[src/rtl/rfc_pkg.sv]
// Constants, state types and register map of the radio frequency control block
//
// Behaviour
// - Receive lowers synthesizer by fixed IF shift
// - Carrier is nominal plus step times channel
// - Hop write in TX/RX retunes, then resumes
// - TX FIFO packet finishes before hop applies
// - Deviation is word times 625 Hz
// - Deviation word top bit from modulation control
// - Offset word signed, scaled by band half
// - Offset and AFC share one correction register
// - AFC frozen after preamble until packet end
// - Multi-packet receive resets AFC each packet
// - AFC correction clamped to pull-in limit
// - Gain shift halves feedback per step
// - Measure two bits, correct, then settle
// - Cycle length one gives four bit times
// - Cycle length zero gives no correction
// - AFC correction readable, not scaled by band half
// - Bit rate is word times 1 MHz scaled
// - Rate word affects transmit timing only
// - Band half select one means upper band
package rfc_pkg;

  // ----------
  // Register map
  // ----------
  localparam logic [6:0] ADDR_AFC_CORR   = 7'h2b;
  localparam logic [6:0] ADDR_TXDR_HIGH  = 7'h6e;
  localparam logic [6:0] ADDR_TXDR_LOW   = 7'h6f;
  localparam logic [6:0] ADDR_MOD_CTL2   = 7'h71;
  localparam logic [6:0] ADDR_DEV_LOW    = 7'h72;
  localparam logic [6:0] ADDR_OFS_LOW    = 7'h73;
  localparam logic [6:0] ADDR_OFS_HIGH   = 7'h74;
  localparam logic [6:0] ADDR_HOP_CHAN   = 7'h79;
  localparam logic [6:0] ADDR_HOP_STEP   = 7'h7a;

  localparam logic [7:0] RST_TXDR_HIGH   = 8'h0a;
  localparam logic [7:0] RST_TXDR_LOW    = 8'h3d;
  localparam logic [7:0] RST_MOD_CTL2    = 8'h00;
  localparam logic [7:0] RST_DEV_LOW     = 8'h20;
  localparam logic [7:0] RST_OFS_LOW     = 8'h00;
  localparam logic [1:0] RST_OFS_HIGH    = 2'h0;
  localparam logic [7:0] RST_HOP_CHAN    = 8'h00;
  localparam logic [7:0] RST_HOP_STEP    = 8'h00;

  // Deviation top bit position inside modulation control two
  localparam int         DEV_TOP_BIT     = 2;

  // ----------
  // Frequency units (centihertz); output word counts 156.25 Hz steps
  // ----------
  localparam int         LSB_CHZ         = 15_625;
  localparam int         IF_SHIFT_CHZ    = 93_750_000;
  localparam int         HOP_UNIT_CHZ    = 1_000_000;
  localparam int         DEV_UNIT_CHZ    = 62_500;
  localparam int         LIMIT_UNIT_CHZ  = 62_500;
  localparam int         IF_SHIFT_CNT    = IF_SHIFT_CHZ / LSB_CHZ;
  localparam int         HOP_UNIT_SHIFT  = $clog2(HOP_UNIT_CHZ / LSB_CHZ);
  localparam int         DEV_UNIT_SHIFT  = $clog2(DEV_UNIT_CHZ / LSB_CHZ);
  localparam int         LIMIT_SHIFT     = $clog2(LIMIT_UNIT_CHZ / LSB_CHZ);
  localparam int         FREQ_W          = 24;
  localparam logic signed [FREQ_W-1:0] IF_SHIFT_WORD = FREQ_W'(IF_SHIFT_CNT);
  localparam logic signed [7:0] AFC_MAX  = 8'sh7f;

  // ----------
  // Timing
  // ----------
  localparam int         CLK_PERIOD_NS   = 20;
  localparam int         CLK_HZ          = 50_000_000;
  localparam int         RATE_REF_HZ     = 1_000_000;
  localparam int         RATE_DIV        = CLK_HZ / RATE_REF_HZ;
  localparam int         RATE_DIV_W      = 6;
  localparam int         RATE_SHIFT_BASE = 16;
  localparam int         RATE_SHIFT_STEP = 5;
  localparam int         RATE_ACC_W      = RATE_SHIFT_BASE + RATE_SHIFT_STEP;
  localparam int         TUNE_TIME_NS    = 200_000;
  localparam int         TUNE_CYCLES     = (TUNE_TIME_NS + CLK_PERIOD_NS - 1) / CLK_PERIOD_NS;
  localparam int         TUNE_CNT_W      = 16;
  localparam logic [4:0] AFC_MEAS_BITS   = 5'd2;

  // ----------
  // Types
  // ----------
  typedef enum logic [1:0] {ST_IDLE, ST_TUNE, ST_TX, ST_RX} rfc_state_type;

  typedef struct packed {
    logic [RATE_DIV_W-1:0] div_cnt;
    logic [RATE_ACC_W-1:0] acc;
    logic                  tick;
  } rfc_rate_type;

  typedef struct packed {
    logic [7:0]              txdr_high;
    logic [7:0]              txdr_low;
    logic [7:0]              mod_ctl2;
    logic [7:0]              dev_low;
    logic [7:0]              ofs_low;
    logic [1:0]              ofs_high;
    logic [7:0]              hop_chan;
    logic [7:0]              hop_step;
    logic [7:0]              applied_chan;
    logic [7:0]              applied_step;
    rfc_state_type           state;
    rfc_state_type           resume;
    logic [TUNE_CNT_W-1:0]   tune_cnt;
    logic                    hop_pending;
    logic signed [7:0]       afc_corr;
    logic                    afc_frozen;
    logic [4:0]              afc_bits;
    logic signed [FREQ_W-1:0] freq_delta;
    logic [10:0]             deviation;
    logic [7:0]              rdata;
  } rfc_regs_type;

endpackage

[src/rtl/rfc_rate_gen.sv]
// Transmit bit-rate generator: 1 MHz phase accumulator with prescale
module rfc_rate_gen
  import rfc_pkg::*;
(
  input  wire logic        clk_i,
  input  wire logic        rstn_i,
  input  wire logic        enable_i,
  input  wire logic [15:0] rate_word_i,
  input  wire logic        prescale_i,
  output logic             bit_tick_o
);

  rfc_rate_type q;
  rfc_rate_type d;

  logic [RATE_ACC_W:0] sum;

  // ----------
  // Accumulate the rate word once per microsecond
  // ----------
  always_comb begin
    d    = q;
    sum  = {1'b0, q.acc} + {6'h00, rate_word_i};
    d.tick = 1'b0;
    if (!enable_i) begin
      d.div_cnt = '0;
      d.acc     = '0;
    end else if (q.div_cnt == RATE_DIV_W'(RATE_DIV - 1)) begin
      d.div_cnt = '0;
      // Carry out of bit 16 or bit 21 divides by 2^(16 + 5*prescale)
      if (prescale_i) begin
        d.tick = sum[RATE_ACC_W];
        d.acc  = sum[RATE_ACC_W-1:0];
      end else begin
        d.tick = sum[RATE_SHIFT_BASE];
        d.acc  = {5'h00, sum[RATE_SHIFT_BASE-1:0]};
      end
    end else begin
      d.div_cnt = q.div_cnt + RATE_DIV_W'(1);
    end
  end

  always_ff @(posedge clk_i) begin
    if (!rstn_i) begin
      q <= '0;
    end else begin
      q <= d;
    end
  end

  assign bit_tick_o = q.tick;

endmodule

[src/rtl/rfc_top.sv]
// Frequency control: hopping, deviation, offset/AFC correction, tune sequencing
module rfc_top
  import rfc_pkg::*;
#(
  parameter int TUNE_CNT = TUNE_CYCLES
) (
  input  wire logic                     clk_i,
  input  wire logic                     rstn_i,
  input  wire logic                     reg_wr_i,
  input  wire logic [6:0]               reg_addr_i,
  input  wire logic [7:0]               reg_wdata_i,
  output logic      [7:0]               reg_rdata_o,
  input  wire logic                     tx_on_i,
  input  wire logic                     rx_on_i,
  input  wire logic                     fifo_mode_i,
  input  wire logic                     tx_packet_active_i,
  input  wire logic                     band_half_select_i,
  input  wire logic                     tx_rate_prescale_i,
  input  wire logic                     afc_enable_i,
  input  wire logic [2:0]               afc_gain_shift_i,
  input  wire logic [2:0]               afc_cycle_length_i,
  input  wire logic [7:0]               pull_in_limit_i,
  input  wire logic signed [7:0]        afc_error_i,
  input  wire logic                     rx_bit_tick_i,
  input  wire logic                     preamble_detect_i,
  input  wire logic                     packet_end_i,
  input  wire logic                     multi_packet_i,
  output rfc_state_type                 state_o,
  output logic signed [FREQ_W-1:0]      freq_delta_o,
  output logic      [10:0]              deviation_o,
  output logic signed [7:0]             afc_correction_value_o,
  output logic                          tx_bit_tick_o
);

  localparam logic [TUNE_CNT_W-1:0] TUNE_LAST = TUNE_CNT_W'(TUNE_CNT - 1);

  rfc_regs_type q;
  rfc_regs_type d;

  logic                     hop_write;
  logic                     go_tune;
  logic [4:0]               cycle_bits;
  logic signed [9:0]        lim;
  logic signed [9:0]        afc_sum;
  logic signed [9:0]        corr_word;
  logic signed [FREQ_W-1:0] hop_term;
  logic signed [FREQ_W-1:0] corr_term;
  logic [15:0]              hop_prod;
  logic                     rx_tuning;

  // ----------
  // Next-state logic
  // ----------
  always_comb begin
    d          = q;
    go_tune    = 1'b0;
    hop_write  = 1'b0;
    cycle_bits = AFC_MEAS_BITS + {1'b0, afc_cycle_length_i, 1'b0};
    lim        = 10'sd0;
    afc_sum    = 10'sd0;

    // Register writes
    if (reg_wr_i) begin
      unique case (reg_addr_i)
        ADDR_TXDR_HIGH: d.txdr_high = reg_wdata_i;
        ADDR_TXDR_LOW:  d.txdr_low  = reg_wdata_i;
        ADDR_MOD_CTL2:  d.mod_ctl2  = reg_wdata_i;
        ADDR_DEV_LOW:   d.dev_low   = reg_wdata_i;
        ADDR_OFS_LOW:   d.ofs_low   = reg_wdata_i;
        ADDR_OFS_HIGH:  d.ofs_high  = reg_wdata_i[1:0];
        ADDR_HOP_CHAN: begin
          d.hop_chan = reg_wdata_i;
          hop_write  = 1'b1;
        end
        ADDR_HOP_STEP: begin
          d.hop_step = reg_wdata_i;
          hop_write  = 1'b1;
        end
        default: ;
      endcase
    end

    // Operating state sequencing
    unique case (q.state)
      ST_IDLE: begin
        if (tx_on_i || rx_on_i) begin
          go_tune  = 1'b1;
          d.resume = tx_on_i ? ST_TX : ST_RX;
        end
      end
      ST_TUNE: begin
        if (!tx_on_i && !rx_on_i) begin
          d.state = ST_IDLE;
        end else if (q.tune_cnt == TUNE_LAST) begin
          d.state = q.resume;
        end else begin
          d.tune_cnt = q.tune_cnt + TUNE_CNT_W'(1);
        end
      end
      ST_TX: begin
        if (!tx_on_i) begin
          d.state       = ST_IDLE;
          d.hop_pending = 1'b0;
        end else if (hop_write || q.hop_pending) begin
          // Packet in flight stays on the old channel
          if (fifo_mode_i && tx_packet_active_i) begin
            d.hop_pending = 1'b1;
          end else begin
            go_tune       = 1'b1;
            d.resume      = ST_TX;
            d.hop_pending = 1'b0;
          end
        end
      end
      ST_RX: begin
        if (!rx_on_i) begin
          d.state = ST_IDLE;
        end else if (hop_write) begin
          go_tune  = 1'b1;
          d.resume = ST_RX;
        end
      end
    endcase

    // Hop setting reaches the synthesizer only when idle or retuning
    if (go_tune || q.state == ST_IDLE || q.state == ST_TUNE) begin
      d.applied_chan = d.hop_chan;
      d.applied_step = d.hop_step;
    end
    if (go_tune) begin
      d.state    = ST_TUNE;
      d.tune_cnt = '0;
    end

    // ----------
    // AFC loop
    // ----------
    if (q.state != ST_RX || !afc_enable_i) begin
      d.afc_corr   = 8'sd0;
      d.afc_frozen = 1'b0;
      d.afc_bits   = '0;
    end else if (packet_end_i) begin
      d.afc_frozen = preamble_detect_i;
      d.afc_bits   = '0;
      if (multi_packet_i) begin
        d.afc_corr = 8'sd0;
      end
    end else if (preamble_detect_i || q.afc_frozen) begin
      d.afc_frozen = 1'b1;
    end else if (rx_bit_tick_i && afc_cycle_length_i != 3'h0) begin
      // Two bits measuring, the rest settling
      if (q.afc_bits == cycle_bits - 5'd1) begin
        d.afc_bits = '0;
      end else begin
        d.afc_bits = q.afc_bits + 5'd1;
      end
      if (q.afc_bits == AFC_MEAS_BITS - 5'd1) begin
        afc_sum = 10'(q.afc_corr) + 10'(afc_error_i >>> afc_gain_shift_i);
        // Large limits saturate at the 8-bit correction range
        lim = 10'(AFC_MAX);
        if (pull_in_limit_i <= 8'(AFC_MAX >>> LIMIT_SHIFT)) begin
          lim = $signed(10'({2'b00, pull_in_limit_i} << LIMIT_SHIFT));
        end
        if (afc_sum > lim) begin
          afc_sum = lim;
        end else if (afc_sum < -lim) begin
          afc_sum = -lim;
        end
        d.afc_corr = afc_sum[7:0];
      end
    end

    // ----------
    // Synthesizer word, in 156.25 Hz carrier steps from nominal
    // ----------
    hop_prod  = q.applied_step * q.applied_chan;
    hop_term  = $signed({2'b00, hop_prod, {HOP_UNIT_SHIFT{1'b0}}});
    // Transmit keeps the manual offset; AFC owns it only in receive
    if (q.state == ST_RX && afc_enable_i) begin
      corr_word = 10'(q.afc_corr);
    end else begin
      corr_word = $signed({q.ofs_high, q.ofs_low});
    end
    corr_term = FREQ_W'(corr_word);
    if (band_half_select_i) begin
      corr_term = corr_term <<< 1;
    end
    rx_tuning    = q.state == ST_RX || (q.state == ST_TUNE && q.resume == ST_RX);
    d.freq_delta = hop_term + corr_term;
    if (rx_tuning) begin
      d.freq_delta = hop_term + corr_term - IF_SHIFT_WORD;
    end
    // Deviation step is fixed, independent of band half
    d.deviation = 11'({q.mod_ctl2[DEV_TOP_BIT], q.dev_low}) << DEV_UNIT_SHIFT;

    // ----------
    // Read data, one cycle after the address
    // ----------
    unique case (reg_addr_i)
      ADDR_AFC_CORR:  d.rdata = q.afc_corr;
      ADDR_TXDR_HIGH: d.rdata = q.txdr_high;
      ADDR_TXDR_LOW:  d.rdata = q.txdr_low;
      ADDR_MOD_CTL2:  d.rdata = q.mod_ctl2;
      ADDR_DEV_LOW:   d.rdata = q.dev_low;
      ADDR_OFS_LOW:   d.rdata = q.ofs_low;
      ADDR_OFS_HIGH:  d.rdata = {6'h00, q.ofs_high};
      ADDR_HOP_CHAN:  d.rdata = q.hop_chan;
      ADDR_HOP_STEP:  d.rdata = q.hop_step;
      default:        d.rdata = 8'h00;
    endcase
  end

  // ----------
  // State register
  // ----------
  always_ff @(posedge clk_i) begin
    if (!rstn_i) begin
      q              <= '0;
      q.txdr_high    <= RST_TXDR_HIGH;
      q.txdr_low     <= RST_TXDR_LOW;
      q.mod_ctl2     <= RST_MOD_CTL2;
      q.dev_low      <= RST_DEV_LOW;
      q.ofs_low      <= RST_OFS_LOW;
      q.ofs_high     <= RST_OFS_HIGH;
      q.hop_chan     <= RST_HOP_CHAN;
      q.hop_step     <= RST_HOP_STEP;
      q.applied_chan <= RST_HOP_CHAN;
      q.applied_step <= RST_HOP_STEP;
      q.state        <= ST_IDLE;
      q.resume       <= ST_IDLE;
      q.deviation    <= 11'({RST_MOD_CTL2[DEV_TOP_BIT], RST_DEV_LOW}) << DEV_UNIT_SHIFT;
    end else begin
      q <= d;
    end
  end

  // ----------
  // Transmit bit clock; idle outside transmit so receive never sees it
  // ----------
  rfc_rate_gen u_rate (
    .clk_i      (clk_i),
    .rstn_i     (rstn_i),
    .enable_i   (q.state == ST_TX),
    .rate_word_i({q.txdr_high, q.txdr_low}),
    .prescale_i (tx_rate_prescale_i),
    .bit_tick_o (tx_bit_tick_o)
  );

  assign reg_rdata_o            = q.rdata;
  assign state_o                = q.state;
  assign freq_delta_o           = q.freq_delta;
  assign deviation_o            = q.deviation;
  assign afc_correction_value_o = q.afc_corr;

endmodule
[config.mk]
export PLATFORM = sky130hd
export DESIGN_NAME = rfc_top
export DESIGN_NICKNAME = d
export VERILOG_FILES = /design/src/rtl/rfc_pkg.sv /design/src/rtl/rfc_rate_gen.sv /design/src/rtl/rfc_top.sv
export SDC_FILE = /design/constraint.sdc
export NUM_CORES = 1
export LEC_CHECK = 0
export BUFFER_PORTS_ARGS = -buffer_cell sky130_fd_sc_hd__buf_2
export CORE_ASPECT_RATIO = 1.5
export CORE_MARGIN = 1
export CORE_UTILIZATION = 40
export CTS_CLUSTER_SIZE = 20
export DETAILED_ROUTE_END_ITERATION = 6
export MAX_ROUTING_LAYER = met4
export PLACE_DENSITY = 0.57
export SLEW_MARGIN = 30
export SYNTH_ARGS = -nofsm -noshare
export SYNTH_HDL_FRONTEND = slang
export SYNTH_SLANG_ARGS = --single-unit
[constraint.sdc]
create_clock -name clk_i -period 13.5 [get_ports clk_i]
set_clock_uncertainty 0.15 [all_clocks]
set_input_delay 0.675 -clock clk_i [delete_from_list [all_inputs] [get_ports clk_i]]
set_output_delay 0.675 -clock clk_i [all_outputs]
set_load 0.01 [all_outputs]
==> results.ini <==
[outcome]
status = finished, final reports clean

[logic_synthesis]
ys_seq_elements = 178
synth-xor-area-share_pct = 6.071
ys.warnings.count = 0
synthDistinctLibCells = 79
synthesis.area_um2 = 12700
syn_avg_cell_area_um2 = 8.453
synth_top_cell_by_area = dfxtp_1
synth_edf_count = 0
synthTopCellsByCount = dfxtp_1, nand2_1, nor2_1
yosysTopAreaCellShare_pct = 28.07
synth-compound-area-share_pct = 18.01
netlist_instances = 1502
synth_mux_area_share_pct = 3.538
synth-simple-area-share_pct = 20.47
synthFlopType = dfxtp_1
ys_seq_area_share_pct = 28.07
yosysMostFrequentCell = dfxtp_1
synth.area.top_cells = dfxtp_1, ha_1, fa_1
postSynth.asyncResetShare_pct = 0
synth_top_family_by_area = simple AND/OR/NAND/NOR gates
synth_fa_ha_area_share_pct = 16.60

[critical_path]
arrival_ns = 6.67
path_cells = and2_1 -> fa_1 -> fa_1 -> inv_1 -> fa_1 -> fa_1 -> inv_1 -> ha_1 -> nor2b_1 -> o21a_1 -> o21ai_0 -> nand2b_1 -> a21o_1 -> xor2_1 -> ha_1 -> and3_1 -> a221o_1 -> nand3_1 -> o311ai_1 -> o41ai_2 -> xnor2_1 -> o41ai_2 -> xnor2_1 -> o21a_1
slowest_stage = fa_1
rr_worst_depth = 24
ff2ff_setup_slack_ns = 7.03
reg2reg_from = q[80]
reg2reg_to = freq_delta_o[23]
crit_path_max_incr_delay_ns = 0.56
crit_family = adder cells
crit_path_end_kind = register
cp.buffers_inverters = 2
crit_path_start_kind = register
crit_type = reg2reg
worst_ep_required_time_ns = 13.70
cp_common_cell = fa_1
crit_path_max_fanout = 9

[cells_and_area]
multi_input_area_um2 = 8264
areaGrowthSynthToFinish_pct = 9.224
nets = 1730
fillers = 3181
diodes = 0
final_layout_size_suffix_gt1_share_pct = 11.89
seqCellArea_um2 = 3563

[routing]
drt-wirelength-per-cell_um = 16.25
wl_mm = 31.73
drtPass1Iterations = 5
vias = 10519
via_per_inst = 5.389
drc = 0
dr.first_iter.drc_count = 427
ant_nets = 0

[die]
ios = 105
die_h_um = 220.2
fp-row-count = 79
start_util_pct = 40.78
core-area_um2 = 31140
die_w_um = 147.5
dieArea_um2 = 32470

[timing]
hold_violations = 0
slew_violations = 0
setup-tns-final_ns = 0
tightest_slew_ns = 0.7929
setup_viol = 0
rsz0062_at_grt = false
relSlewSlack_pct = 47.14
post-route-period-util_pct = 47.92
min_period_ns = 6.469
fmax_ghz = 0.1546

[worst_hold_path]
hold_path_end = q[43]
min_path_cells = 2
hp-class = in2reg
min_from = packet_end_i

[cts]
clockRootBuffer = clkbuf_16
numClockSinks = 178
htree_levels = 4
cts_resized = 0
insertion_delay_ns = 0.46
cts_tree = done
cts_setup_buffers = 0
clockBufferDepth = 2
clkTransAtPathRegs_ns = 0.08
cts_buffers = 17
postCtsHoldBufs = 0

[place]
io_buffers = 102
globalplace.congestion = 0.8747
post-dp-hpwl_mm = 24.75

[global_routing]
grt_max_degree = 58
grt_pass1_vias = 10114
antenna_found_initial = 0
grtUsageTotal_pct = 20.52
grt_pass1_wl_mm = 50.99
grt_overflow_total = 0

[power]
power.total_mw = 1.332
power_leakage_nw = 6.128
ir_drop_mv = 0.09699
p_per_area_nw_per_um2 = 96.06

[job]
drv.max_cap_violation_count = 0

-- sequential cells by signal, summed over array words and instances, names as in the netlist --
name                    flops
d                           9
u_rate.bit_tick_o           1
deviation_o                 9
q                          90
u_rate.q                   27
state_o                     2
afc_correction_value_o      8
freq_delta_o               24
reg_rdata_o                 8
-- power by group --
part	internal (mW)	switching, mW
sequential	0.545	0.0299
clock	0.288	0.245
combinational	0.0867	0.137
-- routing by layer --
metal	track usage (%)	wire length, um
met3	2.680	740
met4	9.863	1232
met1	21.36	12880
met5	-	0
met2	37.97	16870
-- stage by stage --
stage          hold slack [ns]  instances  setup slack (ns)  util, %  cell area [um2]
2_1_floorplan           0.2834       1505             7.419        -            12710
3_3_place_gp            0.2930       1920             7.116    42.43            13210
3_5_place_dp            0.2983       1920             7.010    42.48            13230
4_1_cts                 0.2688       1952             7.003    44.50            13860
5_1_grt                 0.3006       1952             6.575    44.54            13870
6_report                0.2941       1952             7.031    44.54            13870
-- cell type report --
cell class              count  share of cell area [%]
multi-input cells        1140                   59.60
flip-flops and latches    178                   25.70
repair buffers            112                   4.223
well taps                 405                   3.654
clock buffers              18                   3.167
inverters                  85                   2.301
clock inverters            14                   1.362
-- worst max path at each step --
stage | depth (start not counted) | to | start
after floorplan | 23 | freq_delta_o[23] | q[79]
after global placement | 24 | freq_delta_o[23] | q[93]
after detailed placement | 24 | freq_delta_o[23] | q[93]
after CTS | 24 | freq_delta_o[23] | q[93]
after global routing | 24 | freq_delta_o[23] | q[92]
final | 24 | freq_delta_o[23] | q[80]
-- layout by cell type, fill, tap and decap left out, drive strengths merged, types with 39 or more instances in the layout --
cell type    n
a21oi      104
nor2       142
and2        70
xnor2       56
dfxtp      178
fa          39
nand2      146
inv         91
ha         106
nand3       64
buf        112
-- logic make-up after synthesis --
logic type / Yosys count
AND/OR/NAND/NOR: 539
XOR/XNOR: 88
flip-flops: 178
adder cells (fa/ha/maj): 145
multiplexers: 38
other: 2
AO/OA/AOI/OAI: 325
buffers and inverters: 187
No activity file was read; power rests on OpenSTA's default activity.
